$ cat src/dsm_defines.svh
// Behaviour
// On mode change the previous mode stays active for its settable off-delay.
// Tolerance of 0 to 20 percent widens the maximum speed threshold.
// On a violation the speed output stays on for up to 750 ms.
// Safe stop with no sensors switches off standstill and speed outputs.
// Fan option treats thresholds as minimum speeds; undershoot switches speed off.
// Thresholds are encoder frequencies held between 50 Hz and 300 kHz.
// Normal operation violates when frequency exceeds maximum plus tolerance.
`ifndef DSM_DEFINES_SVH
`define DSM_DEFINES_SVH
`define DSM_CLK_NS 8
`define DSM_MS_NS 1000000
`define DSM_MS_CYC (`DSM_MS_NS / `DSM_CLK_NS)
`define DSM_GATE_MS 100
`define DSM_OFF_CTRL 8'h00
`define DSM_OFF_MAX_AUTO 8'h04
`define DSM_OFF_MAX_SPEC 8'h08
`define DSM_OFF_MAX_AGREE 8'h0c
`define DSM_OFF_STAND 8'h10
`define DSM_OFF_TOL 8'h14
`define DSM_OFF_SOFF 8'h18
`define DSM_OFF_ODL_AUTO 8'h1c
`define DSM_OFF_ODL_SPEC 8'h20
`define DSM_OFF_ODL_AGREE 8'h24
`define DSM_OFF_STATUS 8'h28
`define DSM_OFF_FREQ 8'h2c
`define DSM_FREQ_MIN_HZ 19'h00032
`define DSM_FREQ_MAX_HZ 19'h493e0
`define DSM_TOL_MAX_PCT 5'h14
`define DSM_SOFF_MAX_MS 10'h2ee
`define DSM_ODL_MIN_MS 13'h001e
`define DSM_ODL_AUTO_MAX_MS 13'h1388
`define DSM_ODL_SPEC_MAX_MS 13'h0bb8
`define DSM_ODL_AGREE_MAX_MS 13'h03e8
`define DSM_RST_MAX_HZ 19'h003e8
`define DSM_RST_STAND_HZ 19'h00032
`define DSM_RST_ODL_MS 13'h001e
`endif

$ cat src/dsm_pkg.sv
package dsm_pkg;
   typedef enum logic [1:0] {
      DSM_AUTO = 2'h0,
      DSM_SPECIAL = 2'h1,
      DSM_AGREE = 2'h2
   } dsm_mode_t;
   typedef struct packed {
      logic fan;
      logic safe_stop;
      dsm_mode_t mode;
   } dsm_ctrl_t;
   typedef struct packed {
      logic [1:0] enc_sync;
      logic [1:0] det_sync;
      logic enc_prev;
      logic [16:0] ms_cnt;
      logic ms_tick;
      logic [6:0] gate_ms;
      logic [15:0] edge_cnt;
      logic [19:0] freq;
      dsm_ctrl_t ctrl;
      logic [2:0][18:0] max_hz;
      logic [18:0] stand_hz;
      logic [4:0] tol;
      logic [9:0] soff_ms;
      logic [2:0][12:0] odl_ms;
      dsm_mode_t cur_mode;
      dsm_mode_t old_mode;
      logic [12:0] mode_tmr;
      logic [9:0] soff_tmr;
      logic speed;
      logic standstill;
      logic [2:0] mode_active;
      logic [31:0] prdata;
      logic pready;
      logic pslverr;
   } dsm_state_t;
endpackage : dsm_pkg

$ cat src/dsm_top.sv
`timescale 1ns/1ns
`include "dsm_defines.svh"
module dsm_top #(
   parameter int MS_CYC = `DSM_MS_CYC,
   parameter int GATE_MS = `DSM_GATE_MS
) (
   input wire logic clock,
   input wire logic reset,
   input wire logic psel,
   input wire logic penable,
   input wire logic pwrite,
   input wire logic [7:0] paddr,
   input wire logic [31:0] pwdata,
   output logic [31:0] prdata,
   output logic pready,
   output logic pslverr,
   input wire logic enc_pulse,
   input wire logic enc_detect,
   output logic speed_out,
   output logic standstill_out,
   output logic [2:0] mode_active
);
   dsm_pkg::dsm_state_t st_reg, st_next;
   logic [31:0] act_max, freq_x100, lim_x100, max_x100;
   logic violation, sensors, setup_wr;

   function automatic logic [18:0] clamp_hz(input logic [31:0] v);
      if (v < 32'(`DSM_FREQ_MIN_HZ)) begin
         return `DSM_FREQ_MIN_HZ;
      end else if (v > 32'(`DSM_FREQ_MAX_HZ)) begin
         return `DSM_FREQ_MAX_HZ;
      end
      return v[18:0];
   endfunction : clamp_hz

   function automatic logic [12:0] clamp_odl(input logic [31:0] v, input logic [12:0] hi);
      if (v < 32'(`DSM_ODL_MIN_MS)) begin
         return `DSM_ODL_MIN_MS;
      end else if (v > 32'(hi)) begin
         return hi;
      end
      return v[12:0];
   endfunction : clamp_odl

   always_comb begin
      st_next = st_reg;
      sensors = st_reg.det_sync[1];
      // previous limit holds
      act_max = {13'h0000, st_reg.max_hz[(st_reg.mode_tmr != 13'h0000) ?
                 st_reg.old_mode : st_reg.cur_mode]};
      freq_x100 = 32'(st_reg.freq) * 32'h00000064;
      max_x100 = act_max * 32'h00000064;
      // tolerance widens limit
      lim_x100 = act_max * (32'h00000064 + 32'(st_reg.tol));
      // fan minimum speed
      if (st_reg.ctrl.fan) begin
         violation = freq_x100 < max_x100;
      end else begin
         // over limit check
         violation = freq_x100 > lim_x100;
      end

      st_next.enc_sync = {st_reg.enc_sync[0], enc_pulse};
      st_next.det_sync = {st_reg.det_sync[0], enc_detect};
      st_next.enc_prev = st_reg.enc_sync[1];
      st_next.ms_tick = 1'b0;
      if (st_reg.ms_cnt == 17'(MS_CYC - 1)) begin
         st_next.ms_cnt = 17'h00000;
         st_next.ms_tick = 1'b1;
      end else begin
         st_next.ms_cnt = st_reg.ms_cnt + 17'h00001;
      end

      // Edges are counted over a gate of whole milliseconds and scaled to Hz.
      if (st_reg.enc_sync[1] && !st_reg.enc_prev && st_reg.edge_cnt != 16'hffff) begin
         st_next.edge_cnt = st_reg.edge_cnt + 16'h0001;
      end
      if (st_reg.ms_tick) begin
         if (st_reg.gate_ms == 7'(GATE_MS - 1)) begin
            st_next.gate_ms = 7'h00;
            // An edge on the closing cycle opens the next gate, so none is lost.
            st_next.edge_cnt = 16'(st_reg.enc_sync[1] && !st_reg.enc_prev);
            st_next.freq = 20'(32'(st_reg.edge_cnt) * 32'(1000 / GATE_MS));
         end else begin
            st_next.gate_ms = st_reg.gate_ms + 7'h01;
         end
      end

      // mode change off-delay
      if (st_reg.ctrl.mode != st_reg.cur_mode) begin
         st_next.old_mode = st_reg.cur_mode;
         st_next.cur_mode = st_reg.ctrl.mode;
         // The first tick may come at once, so one tick is added to keep the full delay.
         st_next.mode_tmr = st_reg.odl_ms[st_reg.cur_mode] + 13'h0001;
      end else if (st_reg.ms_tick && st_reg.mode_tmr != 13'h0000) begin
         st_next.mode_tmr = st_reg.mode_tmr - 13'h0001;
      end
      st_next.mode_active = 3'(3'h1 << st_next.cur_mode);
      if (st_next.mode_tmr != 13'h0000) begin
         st_next.mode_active = st_next.mode_active | 3'(3'h1 << st_next.old_mode);
      end

      // The first tick after a violation may come at once, so one extra tick is counted.
      // speed switch-off delay
      if (!violation) begin
         st_next.soff_tmr = 10'h000;
         st_next.speed = 1'b1;
      end else if (st_reg.soff_ms == 10'h000 || st_reg.soff_tmr > st_reg.soff_ms) begin
         st_next.speed = 1'b0;
      end else if (st_reg.ms_tick) begin
         st_next.soff_tmr = st_reg.soff_tmr + 10'h001;
      end
      st_next.standstill = 32'(st_reg.freq) <= 32'(st_reg.stand_hz);
      // safe stop without sensors
      if (st_reg.ctrl.safe_stop && !sensors) begin
         st_next.speed = 1'b0;
         st_next.standstill = 1'b0;
      end

      // One wait state: pready rises in the second access cycle.
      st_next.pready = psel && penable && !st_reg.pready;
      st_next.pslverr = 1'b0;
      setup_wr = psel && penable && !st_reg.pready && pwrite;
      if (psel && penable && !st_reg.pready) begin
         st_next.prdata = 32'h00000000;
         if (paddr == `DSM_OFF_CTRL) begin
            st_next.prdata = 32'(st_reg.ctrl);
            if (setup_wr) begin
               st_next.ctrl.fan = pwdata[3];
               st_next.ctrl.safe_stop = pwdata[2];
               st_next.ctrl.mode = (pwdata[1:0] == 2'h3) ? dsm_pkg::DSM_AGREE :
                                   dsm_pkg::dsm_mode_t'(pwdata[1:0]);
            end
         end else if (paddr >= `DSM_OFF_MAX_AUTO && paddr <= `DSM_OFF_MAX_AGREE &&
                      paddr[1:0] == 2'h0) begin
            st_next.prdata = 32'(st_reg.max_hz[paddr[3:2] - 2'h1]);
            // frequency range clamp
            if (setup_wr) begin
               st_next.max_hz[paddr[3:2] - 2'h1] = clamp_hz(pwdata);
            end
         end else if (paddr == `DSM_OFF_STAND) begin
            st_next.prdata = 32'(st_reg.stand_hz);
            if (setup_wr) begin
               st_next.stand_hz = clamp_hz(pwdata);
            end
         end else if (paddr == `DSM_OFF_TOL) begin
            st_next.prdata = 32'(st_reg.tol);
            // tolerance clamp
            if (setup_wr) begin
               st_next.tol = (pwdata > 32'(`DSM_TOL_MAX_PCT)) ? `DSM_TOL_MAX_PCT : pwdata[4:0];
            end
         end else if (paddr == `DSM_OFF_SOFF) begin
            st_next.prdata = 32'(st_reg.soff_ms);
            // delay clamp
            if (setup_wr) begin
               st_next.soff_ms = (pwdata > 32'(`DSM_SOFF_MAX_MS)) ? `DSM_SOFF_MAX_MS :
                                 pwdata[9:0];
            end
         end else if (paddr == `DSM_OFF_ODL_AUTO) begin
            st_next.prdata = 32'(st_reg.odl_ms[0]);
            if (setup_wr) begin
               st_next.odl_ms[0] = clamp_odl(pwdata, `DSM_ODL_AUTO_MAX_MS);
            end
         end else if (paddr == `DSM_OFF_ODL_SPEC) begin
            st_next.prdata = 32'(st_reg.odl_ms[1]);
            if (setup_wr) begin
               st_next.odl_ms[1] = clamp_odl(pwdata, `DSM_ODL_SPEC_MAX_MS);
            end
         end else if (paddr == `DSM_OFF_ODL_AGREE) begin
            st_next.prdata = 32'(st_reg.odl_ms[2]);
            if (setup_wr) begin
               st_next.odl_ms[2] = clamp_odl(pwdata, `DSM_ODL_AGREE_MAX_MS);
            end
         end else if (paddr == `DSM_OFF_STATUS) begin
            st_next.prdata = {23'h000000, violation, sensors, st_reg.mode_active,
                              st_reg.cur_mode, st_reg.standstill, st_reg.speed};
         end else if (paddr == `DSM_OFF_FREQ) begin
            st_next.prdata = 32'(st_reg.freq);
         end else begin
            st_next.pslverr = 1'b1;
         end
      end
   end

   always_ff @(posedge clock) begin
      if (reset) begin
         st_reg <= '0;
         st_reg.max_hz <= {3{`DSM_RST_MAX_HZ}};
         st_reg.stand_hz <= `DSM_RST_STAND_HZ;
         st_reg.odl_ms <= {3{`DSM_RST_ODL_MS}};
         st_reg.mode_active <= 3'h1;
      end else begin
         st_reg <= st_next;
      end
   end

   assign prdata = st_reg.prdata;
   assign pready = st_reg.pready;
   assign pslverr = st_reg.pslverr;
   assign speed_out = st_reg.speed;
   assign standstill_out = st_reg.standstill;
   assign mode_active = st_reg.mode_active;

   mode_hold_a: assert property (@(posedge clock) disable iff (reset)
      st_reg.mode_tmr != 13'h0000 |-> st_reg.mode_active[st_reg.old_mode])
      else $error("Previous mode dropped during off-delay.");
   mode_load_a: assert property (@(posedge clock) disable iff (reset)
      st_reg.ctrl.mode != st_reg.cur_mode |=> st_reg.mode_tmr >= `DSM_ODL_MIN_MS)
      else $error("Off-delay not loaded on mode change.");
   tol_range_a: assert property (@(posedge clock) disable iff (reset)
      st_reg.tol <= `DSM_TOL_MAX_PCT)
      else $error("Tolerance above limit.");
   soff_hold_a: assert property (@(posedge clock) disable iff (reset)
      violation && st_reg.soff_tmr < st_reg.soff_ms && speed_out &&
      !(st_reg.ctrl.safe_stop && !sensors) |=> speed_out)
      else $error("Speed output dropped before switch-off delay.");
   safe_stop_a: assert property (@(posedge clock) disable iff (reset)
      st_reg.ctrl.safe_stop && !sensors |=> !speed_out && !standstill_out)
      else $error("Safe stop without sensors left an output on.");
   fan_low_a: assert property (@(posedge clock) disable iff (reset)
      st_reg.ctrl.fan && st_reg.freq == 20'h00000 |-> violation)
      else $error("Fan undershoot not seen as violation.");
   freq_range_a: assert property (@(posedge clock) disable iff (reset)
      st_reg.max_hz[0] >= `DSM_FREQ_MIN_HZ && st_reg.max_hz[0] <= `DSM_FREQ_MAX_HZ &&
      st_reg.max_hz[1] >= `DSM_FREQ_MIN_HZ && st_reg.max_hz[1] <= `DSM_FREQ_MAX_HZ &&
      st_reg.max_hz[2] >= `DSM_FREQ_MIN_HZ && st_reg.max_hz[2] <= `DSM_FREQ_MAX_HZ &&
      st_reg.stand_hz >= `DSM_FREQ_MIN_HZ && st_reg.stand_hz <= `DSM_FREQ_MAX_HZ)
      else $error("Threshold frequency out of range.");
   over_limit_a: assert property (@(posedge clock) disable iff (reset)
      !st_reg.ctrl.fan && 32'(st_reg.freq) > 32'h00057e40 |-> violation)
      else $error("Overspeed not detected.");
   violation_c: cover property (@(posedge clock) disable iff (reset) $fell(speed_out));
   mode_change_c: cover property (@(posedge clock) disable iff (reset) $rose(|st_reg.mode_tmr));
   safe_stop_c: cover property (@(posedge clock) disable iff (reset)
      st_reg.ctrl.safe_stop && !sensors);
endmodule : dsm_top

$ cat config.mk
export PLATFORM = sky130hd
export DESIGN_NAME = dsm_top
export DESIGN_NICKNAME = d
export VERILOG_FILES = /design/src/dsm_pkg.sv /design/src/dsm_top.sv
export VERILOG_INCLUDE_DIRS = /design/src /design/src/src
export SDC_FILE = /design/constraint.sdc
export NUM_CORES = 1
export LEC_CHECK = 0
export ABC_AREA = 1
export BUFFER_PORTS_ARGS = -buffer_cell sky130_fd_sc_hd__buf_2
export CAP_MARGIN = 0
export CORE_MARGIN = 4
export CORE_UTILIZATION = 30
export CTS_CLUSTER_DIAMETER = 100
export DETAILED_ROUTE_END_ITERATION = 8
export GPL_TIMING_DRIVEN = 0
export PLACE_DENSITY = 0.48
export SLEW_MARGIN = 20
export SYNTH_ARGS = -nofsm -noshare
export SYNTH_HDL_FRONTEND = slang
export SYNTH_SLANG_ARGS = --single-unit
$ cat constraint.sdc
create_clock -name clock -period 18 [get_ports clock]
set_input_delay 1.8 -clock clock [delete_from_list [all_inputs] [get_ports clock]]
set_output_delay 1.8 -clock clock [all_outputs]
set_load 0.01 [all_outputs]
# Word-level counts from Yosys, hierarchy flattened
# Cells that the tools add are included.
dict set report totals {
  reg_bits 265
  inputBits 47
  out_inout_bits 39
  elab_cells 216
}
dict set report op_classes {
  n_addsub 8
  multipliers 4
  magnitude_cmp 18
  n_eq_ne 14
  shift 2
  muxes 96
  bitwise 11
  n_reduce_logical 33
}
# cell n
set ops {}
lappend ops {{19-bit two-way mux} 11}
lappend ops {{20-bit two-way mux} 10}
lappend ops {{13-bit two-way mux} 12}
lappend ops {{19-bit binary-select mux with 2-bit select} 2}
lappend ops {{36-bit two-way mux} 2}
lappend ops {{32-bit by 10-bit greater-than comparator with 1-bit output (second input constant)} 2}
lappend ops {{57-bit bitwise mux} 1}
lappend ops {{19-bit by 5-bit multiplier with 24-bit output (second input constant)} 2}
lappend ops {{1-bit two-way mux} 48}
lappend ops {{19-bit demux with 2-bit select} 1}
lappend ops {{8-bit by 5-bit equality test with 1-bit output (second input constant)} 4}
lappend ops {{8-bit by 6-bit equality test with 1-bit output (second input constant)} 4}
lappend ops {{32-bit by 12-bit greater-than comparator with 1-bit output (second input constant)} 1}
lappend ops {{32-bit by 13-bit greater-than comparator with 1-bit output (second input constant)} 1}
lappend ops {{32-bit by 19-bit greater-than comparator with 1-bit output (second input constant)} 1}
lappend ops {{32-bit by 5-bit greater-than comparator with 1-bit output (second input constant)} 1}
lappend ops {{32-bit by 5-bit < comparator with 1-bit output (second input constant)} 1}
lappend ops {{32-bit by 6-bit < comparator with 1-bit output (second input constant)} 1}
lappend ops {{27-bit greater-than comparator} 1}
lappend ops {{27-bit by 26-bit < comparator with 1-bit output} 1}
lappend ops {{19-bit by 8-bit multiplier with 27-bit output} 1}
lappend ops {{13-bit binary-select mux with 2-bit select} 1}
lappend ops {{13-bit nonzero test} 2}
lappend ops {{20-bit by 19-bit less-or-equal comparator with 1-bit output} 1}
lappend ops {{47 further kinds} 74}

# Longest topological paths before layout
# Gate-level depths: netlist of run 1.
dict set report depth {
  ltp_word 16
  depth_mapped 53
  depth_no_buf 52
}

# Worst setup path before layout of run 1
# OpenSTA, ideal clock, no wires.
dict set report synth_timing {
  path_type {register to register}
  from {register st_reg[49] in the netlist's numbering}
  to {register st_reg, in the netlist prdata[8]}
  t_arrival_ns 7.189
  t_required_ns 17.933
  setup_slack_ns 10.743
  stages_incl_launch_ff 47
  cell_sequence {dfxtp_1 > inv_1 > ha_1 > nand2_2 > nor2_4 > nand2_2 > nand2_2 > nand2_4 > inv_4 > clkbuf_1 > o21ai_0 > o32ai_2 > nand2_1 > fa_1 > inv_1 > fa_1 > fa_1 > inv_1 > (+11 left out) > ha_1 > nand4_1 > nor2_1 > nand3_1 > inv_1 > nand2_1 > or2_2 > nand3_1 > nand3_1 > nand2_2 > nand2_1 > nand2_1 > nand2_1 > nand2_1 > nand2_1 > nand2_1 > nand2_1 > a21oi_2}
}
dict set report synth_via {
  elab_chain_cells 16
  word_cells_on_any_way 18
  cone_classes {2 x mul; 2 x order compare; 13 x mux; 1 x reduce/logical}
}
# item line_no
set synth_rtl {}
lappend synth_rtl {{from (decl)} dsm_top.sv:23} ;# dsm_pkg::dsm_state_t st_reg, st_next;
lappend synth_rtl {{from (signal assigned)} dsm_top.sv:193} ;# st_reg <= st_next;
lappend synth_rtl {{13-bit nonzero test (*)} dsm_top.sv:49} ;# act_max = {13'h0000, st_reg.max_hz[(st_reg.mode_tmr != 13'h0000) ?
lappend synth_rtl {{2-bit two-way mux (*)} dsm_top.sv:49}
lappend synth_rtl {{19-bit binary-select mux with 2-bit select (*)} dsm_top.sv:49}
lappend synth_rtl {{19-bit two-way mux (*)} dsm_top.sv:49}
lappend synth_rtl {{19-bit by 8-bit multiplier with 27-bit output / 19-bit by 5-bit multiplier with 24-bit output (equally long branches)} {dsm_top.sv:54, dsm_top.sv:52}}
lappend synth_rtl {{27-bit greater-than comparator / 27-bit by 26-bit < comparator with 1-bit output (equally long branches)} {dsm_top.sv:60, dsm_top.sv:57}}
lappend synth_rtl {{1-bit two-way mux (*)} dsm_top.sv:56} ;# if (st_reg.ctrl.fan) begin
lappend synth_rtl {{20-bit two-way mux (*)} dsm_top.sv:174} ;# end else if (paddr == `DSM_OFF_STATUS) begin
lappend synth_rtl {{20-bit two-way mux (*)} dsm_top.sv:169} ;# end else if (paddr == `DSM_OFF_ODL_AGREE) begin
lappend synth_rtl {{20-bit two-way mux (*)} dsm_top.sv:164} ;# end else if (paddr == `DSM_OFF_ODL_SPEC) begin
lappend synth_rtl {{20-bit two-way mux (*)} dsm_top.sv:159} ;# end else if (paddr == `DSM_OFF_ODL_AUTO) begin
lappend synth_rtl {{20-bit two-way mux (*)} dsm_top.sv:152} ;# end else if (paddr == `DSM_OFF_SOFF) begin
lappend synth_rtl {{20-bit two-way mux (*)} dsm_top.sv:146} ;# end else if (paddr == `DSM_OFF_TOL) begin
lappend synth_rtl {{20-bit two-way mux (*)} dsm_top.sv:141} ;# end else if (paddr == `DSM_OFF_STAND) begin
lappend synth_rtl {{20-bit two-way mux (*)} dsm_top.sv:134} ;# end else if (paddr >= `DSM_OFF_MAX_AUTO && paddr <= `DSM_OFF_MAX_AGREE &&
lappend synth_rtl {{20-bit two-way mux (*)} dsm_top.sv:126} ;# if (paddr == `DSM_OFF_CTRL) begin
# Mark *: on every way between the ends. The rest lies on a longest branch, timed or not. The select of a mux whose other input is x is not followed.
# A chain may end at the register's enable or synchronous reset.

# Final worst setup path of run 1
# Ends and elaborated chain as after synthesis.

==> impl_metrics.yaml, run 1 <==
timing:
  finClkSkew_ps: 30.5
  timing.hold.ws_ps: 413
  min_period_ps: 9280
  tns_ps: 0
  maxSlewViolCount: 0
  worst_pin_slew_ps: 959
  fmax_mhz: 108
  period_share_pct: 51.6
  finalHoldViolCount: 0
  rsz0062_at_grt: "false"
  relSlewSlack_pct: 35.3
  setup_viol: 0
clock_network:
  clock-sinks: 253
  cts_inserted_buffers: 29
  cts_resized: 0
  tritoncts: "yes"
  h-tree-depth: 1
  path_clk_slew_ps: 70
  clock_path_buffers: 3
  cts_hold_buffers: 0
  clk_latency_ps: 600
  post_cts_buffers: 0
  root_buffer: "clkbuf_16"
global_route:
  grt_pass1_vias: 21600
  grt_max_degree: 16
  grt_pass1_wl_um: 129000
  grt_overflow: 0
  grt_use_total_pct: 19.7
  antenna_found_initial: 3
logic_synthesis:
  synth_commonest_cells: "inv_1 (496), nand2_1 (468), nor2_1 (311)"
  yosysSeqAreaShare_pct: 21.4
  synth_area_leader_cell: "dfxtp_1"
  netlist_instances: 3254
  synthDistinctLibCells: 74
  synth_top_area_share_pct: 21.4
  async_flop_share_pct: 0
  synthFlopType: "dfxtp_1"
  synthesis.area_um2: 23700
  synth-seq-cells: 253
  avgSynthCellArea_um2: 7.27
  yosys_warnings: 0
  synthTopCellsByArea: "dfxtp_1 (21%), ha_1 (15%), fa_1 (11%)"
  synth_edf_count: 0
  yosysMostFrequentCell: "inv_1"
pwr:
  p_total_mw: 1.28
  p_per_area_nw_per_um2: 48.3
  leakagePower_nw: 12.3
  ir_drop_uv: 83.2
layout:
  drive_above_1_share_pct: 7.91
  fin_area_um2: 26400
  largest_reg_flops: 220
  fin_util_pct: 33.9
  area_delta_synth_final_pct: 11.7
  nets: 3835
die:
  die_area_um2: 83400
  num_rows: 102
  core_area_um2: 77800
  die_h_um: 289
  fp.dieW_um: 289
  start_util_pct: 30.4
  top_level_ports: 86
placed_design:
  post_dp_cell_area_um2: 25400
  dp_hpwl_um: 67800
  routabilityCongestion: 0.942
  port_buffers: 71
critical_path:
  cp-end-kind: "flop"
  crit_path_start_kind: "flop"
  critPathMaxStageDelay_ps: 560
  ff2ff_path_depth: 47
  crit_fanout: 10
  crit_slowest_cell: "a32oi_1"
  crit_top_cell: "nand2_1"
  cp.arrival_ps: 9800
  cp.required_ps: 18520
  r2r_slack_ps: 8720
  r2r-start: "st_reg[49]"
  r2r_end: "prdata[8]"
  path_class: "flop to flop"
detailed_routing:
  initialDrtViolationCount: 1505
  dr_total_vias: 22200
  drt-wirelength-per-cell_um: 18.7
  ant_nets: 0
  routed_wl_um: 83000
  viasPerCell: 5.00
  drc: 0
  drt-pass1-iter-count: 6
min_path:
  holdPathEnd: "sensors"
  min_path_type: "flop to flop"
  min_path_cells: 2
  hp-start: "st_next[263]"
outcome:
  status: "completed"
job:
  maxCapViolCount: 0
[final cells by class]
type,count,area [um^2]
diodes,2,5.00
multi-input cells,2339,16000
well taps,1040,1300
flip-flops and latches,253,5060
fillers,8599,51400
clock buffers,39,813
clock inverters,10,200
inverters,547,2060
plain buffers,126,643
repair buffers,73,374
[stage by stage]
stage                     std cells  setup WS, ps
after floorplan                3265         10740
after global placement         4376          8480
after detailed placement       4378          8840
after CTS                      4427          8790
after global routing           4427          7960
final                          4429          8720
[how the worst max path moves through the flow]
stage	slack (ps)	cells after the start	startpoint	end
2_1_floorplan	10740	46	st_reg[49]	prdata[8]
3_3_place_gp	8480	44	st_reg[49]	prdata[8]
3_5_place_dp	8840	47	st_reg[49]	prdata[8]
4_1_cts	8790	47	st_reg[49]	prdata[8]
5_1_grt	7960	47	st_reg[49]	prdata[8]
6_report	8720	47	st_reg[49]	prdata[8]
[cells in the final DEF (no fill, tap or decap), types with 25 or more instances in the layout]
master,instances
inv_1,496
nand2_1,468
nor2_1,311
a21oi_1,301
ha_1,288
dfxtp_1,253
o21ai_0,203
fa_1,131
nand3_1,128
buf_2,81
clkbuf_1,75
o21ai_1,64
nor3_1,61
xor2_1,53
inv_2,40
buf_4,39
o211ai_1,31
nand4_1,30
a31oi_1,29
clkbuf_16,29
xnor2_1,25
[power by group]
part	switching (mW)	internal [mW]	leakage [nW]	total, mW
registers	0.00206	0.562	2.04	0.564
logic	0.0528	0.0186	9.77	0.0715
clock network	0.254	0.387	0.480	0.641
total	0.309	0.968	12.3	1.28
[layer usage]
layer  vias up  global-route usage, %  part of all wire (%)
li1      11000                      -                     -
met1     10500                   27.6                    46
met2       579                   32.6                    46
met3       116                   1.69                   4.9
met4         0                   5.59                   3.1
met5         -                      0                     0
[cell families (layout without fill, tap and decap cells)]
group / count (synthesis) / count (layout) / share of synthesized area (%)
simple gates: 1085 / 1085 / 20.1
compound gates: 745 / 745 / 17.8
buf+inv: 673 / 795 / 11.4
fa+ha+maj: 419 / 419 / 26.3
flops: 253 / 253 / 21.4
xor+xnor: 78 / 78 / 2.89
other cells: 1 / 14 / 0.0158
[critical path: cells and delay by family, from the launching register on]
family,cells,cell delay [ps]
compound gates,9,1780
xor+xnor,1,170
fa+ha+maj,7,2970
buf+inv,7,1170
flops,1,310
simple gates,23,2800
Note: power is estimated with default switching activity, not from simulation.
==> run 2, diff against run 1 <==
--- a/config.mk
+++ b/config.mk
@@ -14,7 +14,7 @@
 export CTS_CLUSTER_DIAMETER = 100
 export DETAILED_ROUTE_END_ITERATION = 8
 export GPL_TIMING_DRIVEN = 0
-export PLACE_DENSITY = 0.48
+export PLACE_DENSITY = 0.49
 export SLEW_MARGIN = 20
 export SYNTH_ARGS = -nofsm -noshare
 export SYNTH_HDL_FRONTEND = slang
==> constraint.sdc (replaced) <==
create_clock -name clock -period 7.5 [get_ports clock]
set_input_delay 0.75 -clock clock [delete_from_list [all_inputs] [get_ports clock]]
set_output_delay 0.75 -clock clock [all_outputs]
set_load 0.01 [all_outputs]
==> run 2 against run 1 <==
The run now ends with setup timing left. Die area unchanged. Largest power group unchanged. Hold slack lost 22 ps. Via count up 2.1%. Critical path type unchanged. Clock power increased by 140%. Critical endpoint unchanged. Power up 140%. Register-to-register slack worse by 9000 ps.
==> impl_metrics.yaml, run 2 (synthesis results as in run 1) <==
detailed_routing:
  drt-wirelength-per-cell_um: 18.5
  initialDrtViolationCount: 1533
  drc: 0
  viasPerCell: 4.99
  ant_nets: 0
  drt-pass1-iter-count: 5
  routed_wl_um: 84100
  dr_total_vias: 22600
clock_network:
  h-tree-depth: 1
  tritoncts: "yes"
  clk_latency_ps: 580
  cts_inserted_buffers: 29
  clock-sinks: 253
  root_buffer: "clkbuf_16"
  path_clk_slew_ps: 60
  clock_path_buffers: 3
outcome:
  status: "finished, violations left"
  violations: "setup timing"
timing:
  finClkSkew_ps: 13.0
  fin_ws_ps: -253
  fmax_mhz: 129
  period_share_pct: 103
  worst_pin_slew_ps: 1330
  tns_ps: -2210
  timing.hold.ws_ps: 391
  maxSlewViolCount: 0
  rsz0062_at_grt: "true"
  finalHoldViolCount: 0
  relSlewSlack_pct: 11.5
  min_period_ps: 7750
  setup_viol: 12
global_route:
  grt_use_total_pct: 19.8
  antenna_found_initial: 2
  grt_pass1_vias: 21900
  grt_max_degree: 16
  grt_pass1_wl_um: 129000
  grt_overflow: 0
pwr:
  pwr-share-clk_pct: 49.7
  combPwrFrac_pct: 5.8
  p_per_area_nw_per_um2: 107
  seqPwrFrac_pct: 44.6
  leakagePower_nw: 13.0
  p_int_mw: 2.28
  ir_drop_uv: 182
  p_total_mw: 3.04
  p_switching_mw: 0.756
  swShare_pct: 24.9
layout:
  drive_above_1_share_pct: 15.6
  largest_reg_flops: 220
  nets: 3941
  layout_commonest_cell: "inv_1"
  fin_util_pct: 36.4
  nFillCells: 8330
  multi_input_area_um2: 16800
  area_delta_synth_final_pct: 19.8
  seq_area_um2: 5070
  fin_area_um2: 28300
  layout.cells.non_filler: 4539
  layout_common_cells: "inv_1 (469), nand2_1 (443), nor2_1 (287)"
critical_path:
  crit_path_start_kind: "flop"
  critPathMaxStageDelay_ps: 530
  crit_top_cell: "nand2_1"
  cp.required_ps: 8020
  cp.arrival_ps: 8270
  crit_slowest_cell: "fa_1"
  crit_fanout: 9
  cp-end-kind: "flop"
  path_class: "flop to flop"
placed_design:
  port_buffers: 71
  dp_hpwl_um: 67100
  place_inst: 4379
  dp_slack_ps: -1620
  routabilityCongestion: 0.950
  post_dp_cell_area_um2: 25400
job:
  maxCapViolCount: 0
die:
  core_area_um2: 77800
  fp.dieW_um: 289
  die_h_um: 289
  num_rows: 102
  die_area_um2: 83400
  start_util_pct: 30.4
  top_level_ports: 86
min_path:
  min_path_type: "input port to flop"
==> run 2: final cells by class <==
type                    count  share of cell area, %
multi-input cells        2340                   59.1
flip-flops and latches    253                   17.9
inverters                 547                   7.42
repair buffers            178                   4.68
well taps                1040                   4.59
clock buffers              39                   2.94
plain buffers             126                   2.74
clock inverters            14                  0.614
diodes                      2                 0.0177
==> run 2: worst max-delay path, delay by kind of cell (launching register included) <==
family	cells	cell delay [ps]
buffers and inverters	10	1200
AO/OA/AOI/OAI	8	1240
XOR/XNOR	1	110
adder cells (fa/ha/maj)	7	2780
AND/OR/NAND/NOR	20	1990
flip-flops	1	320
==> run 2: path summary, 6_finish.rpt <==
path	from	end	slack, ps	cells after the start
max	st_reg[49]	prdata[8]	-250	46
max reg2reg	st_reg[49]	prdata[8]	-250	46
min	enc_detect	st_next[263]	390	3
min reg2reg	st_next[263]	sensors	410	2
==> run 2: metal layers <==
layer | vias up | part of all wire, % | track usage (%)
met5 | - | 0 | 0
met4 | 0 | 3.9 | 6.68
met3 | 124 | 5.1 | 2.14
met2 | 618 | 45 | 32.8
met1 | 10700 | 46 | 27.0
li1 | 11200 | - | -
==> run 2: power by group through the flow <==
stage / clock network (mW) / registers, mW / logic (mW)
after floorplan: 0 / 1.38 / 0.0919
after global placement: 0 / 1.38 / 0.168
after detailed placement: 0 / 1.38 / 0.168
after CTS: 1.54 / 1.35 / 0.172
after global routing: 1.59 / 1.35 / 0.189
final: 1.51 / 1.35 / 0.176
==> run 2: repair_timing <==
item / 4_1_cts / 5_1_grt
gates cloned: 2 / 2
pin swaps: 97 / 93
hold endpoints to repair: 0 / 0
setup endpoints to repair: 12 / 12
setup buffers: 72 / 29
resized for setup: 171 / 96
hold buffers: 0 / 0
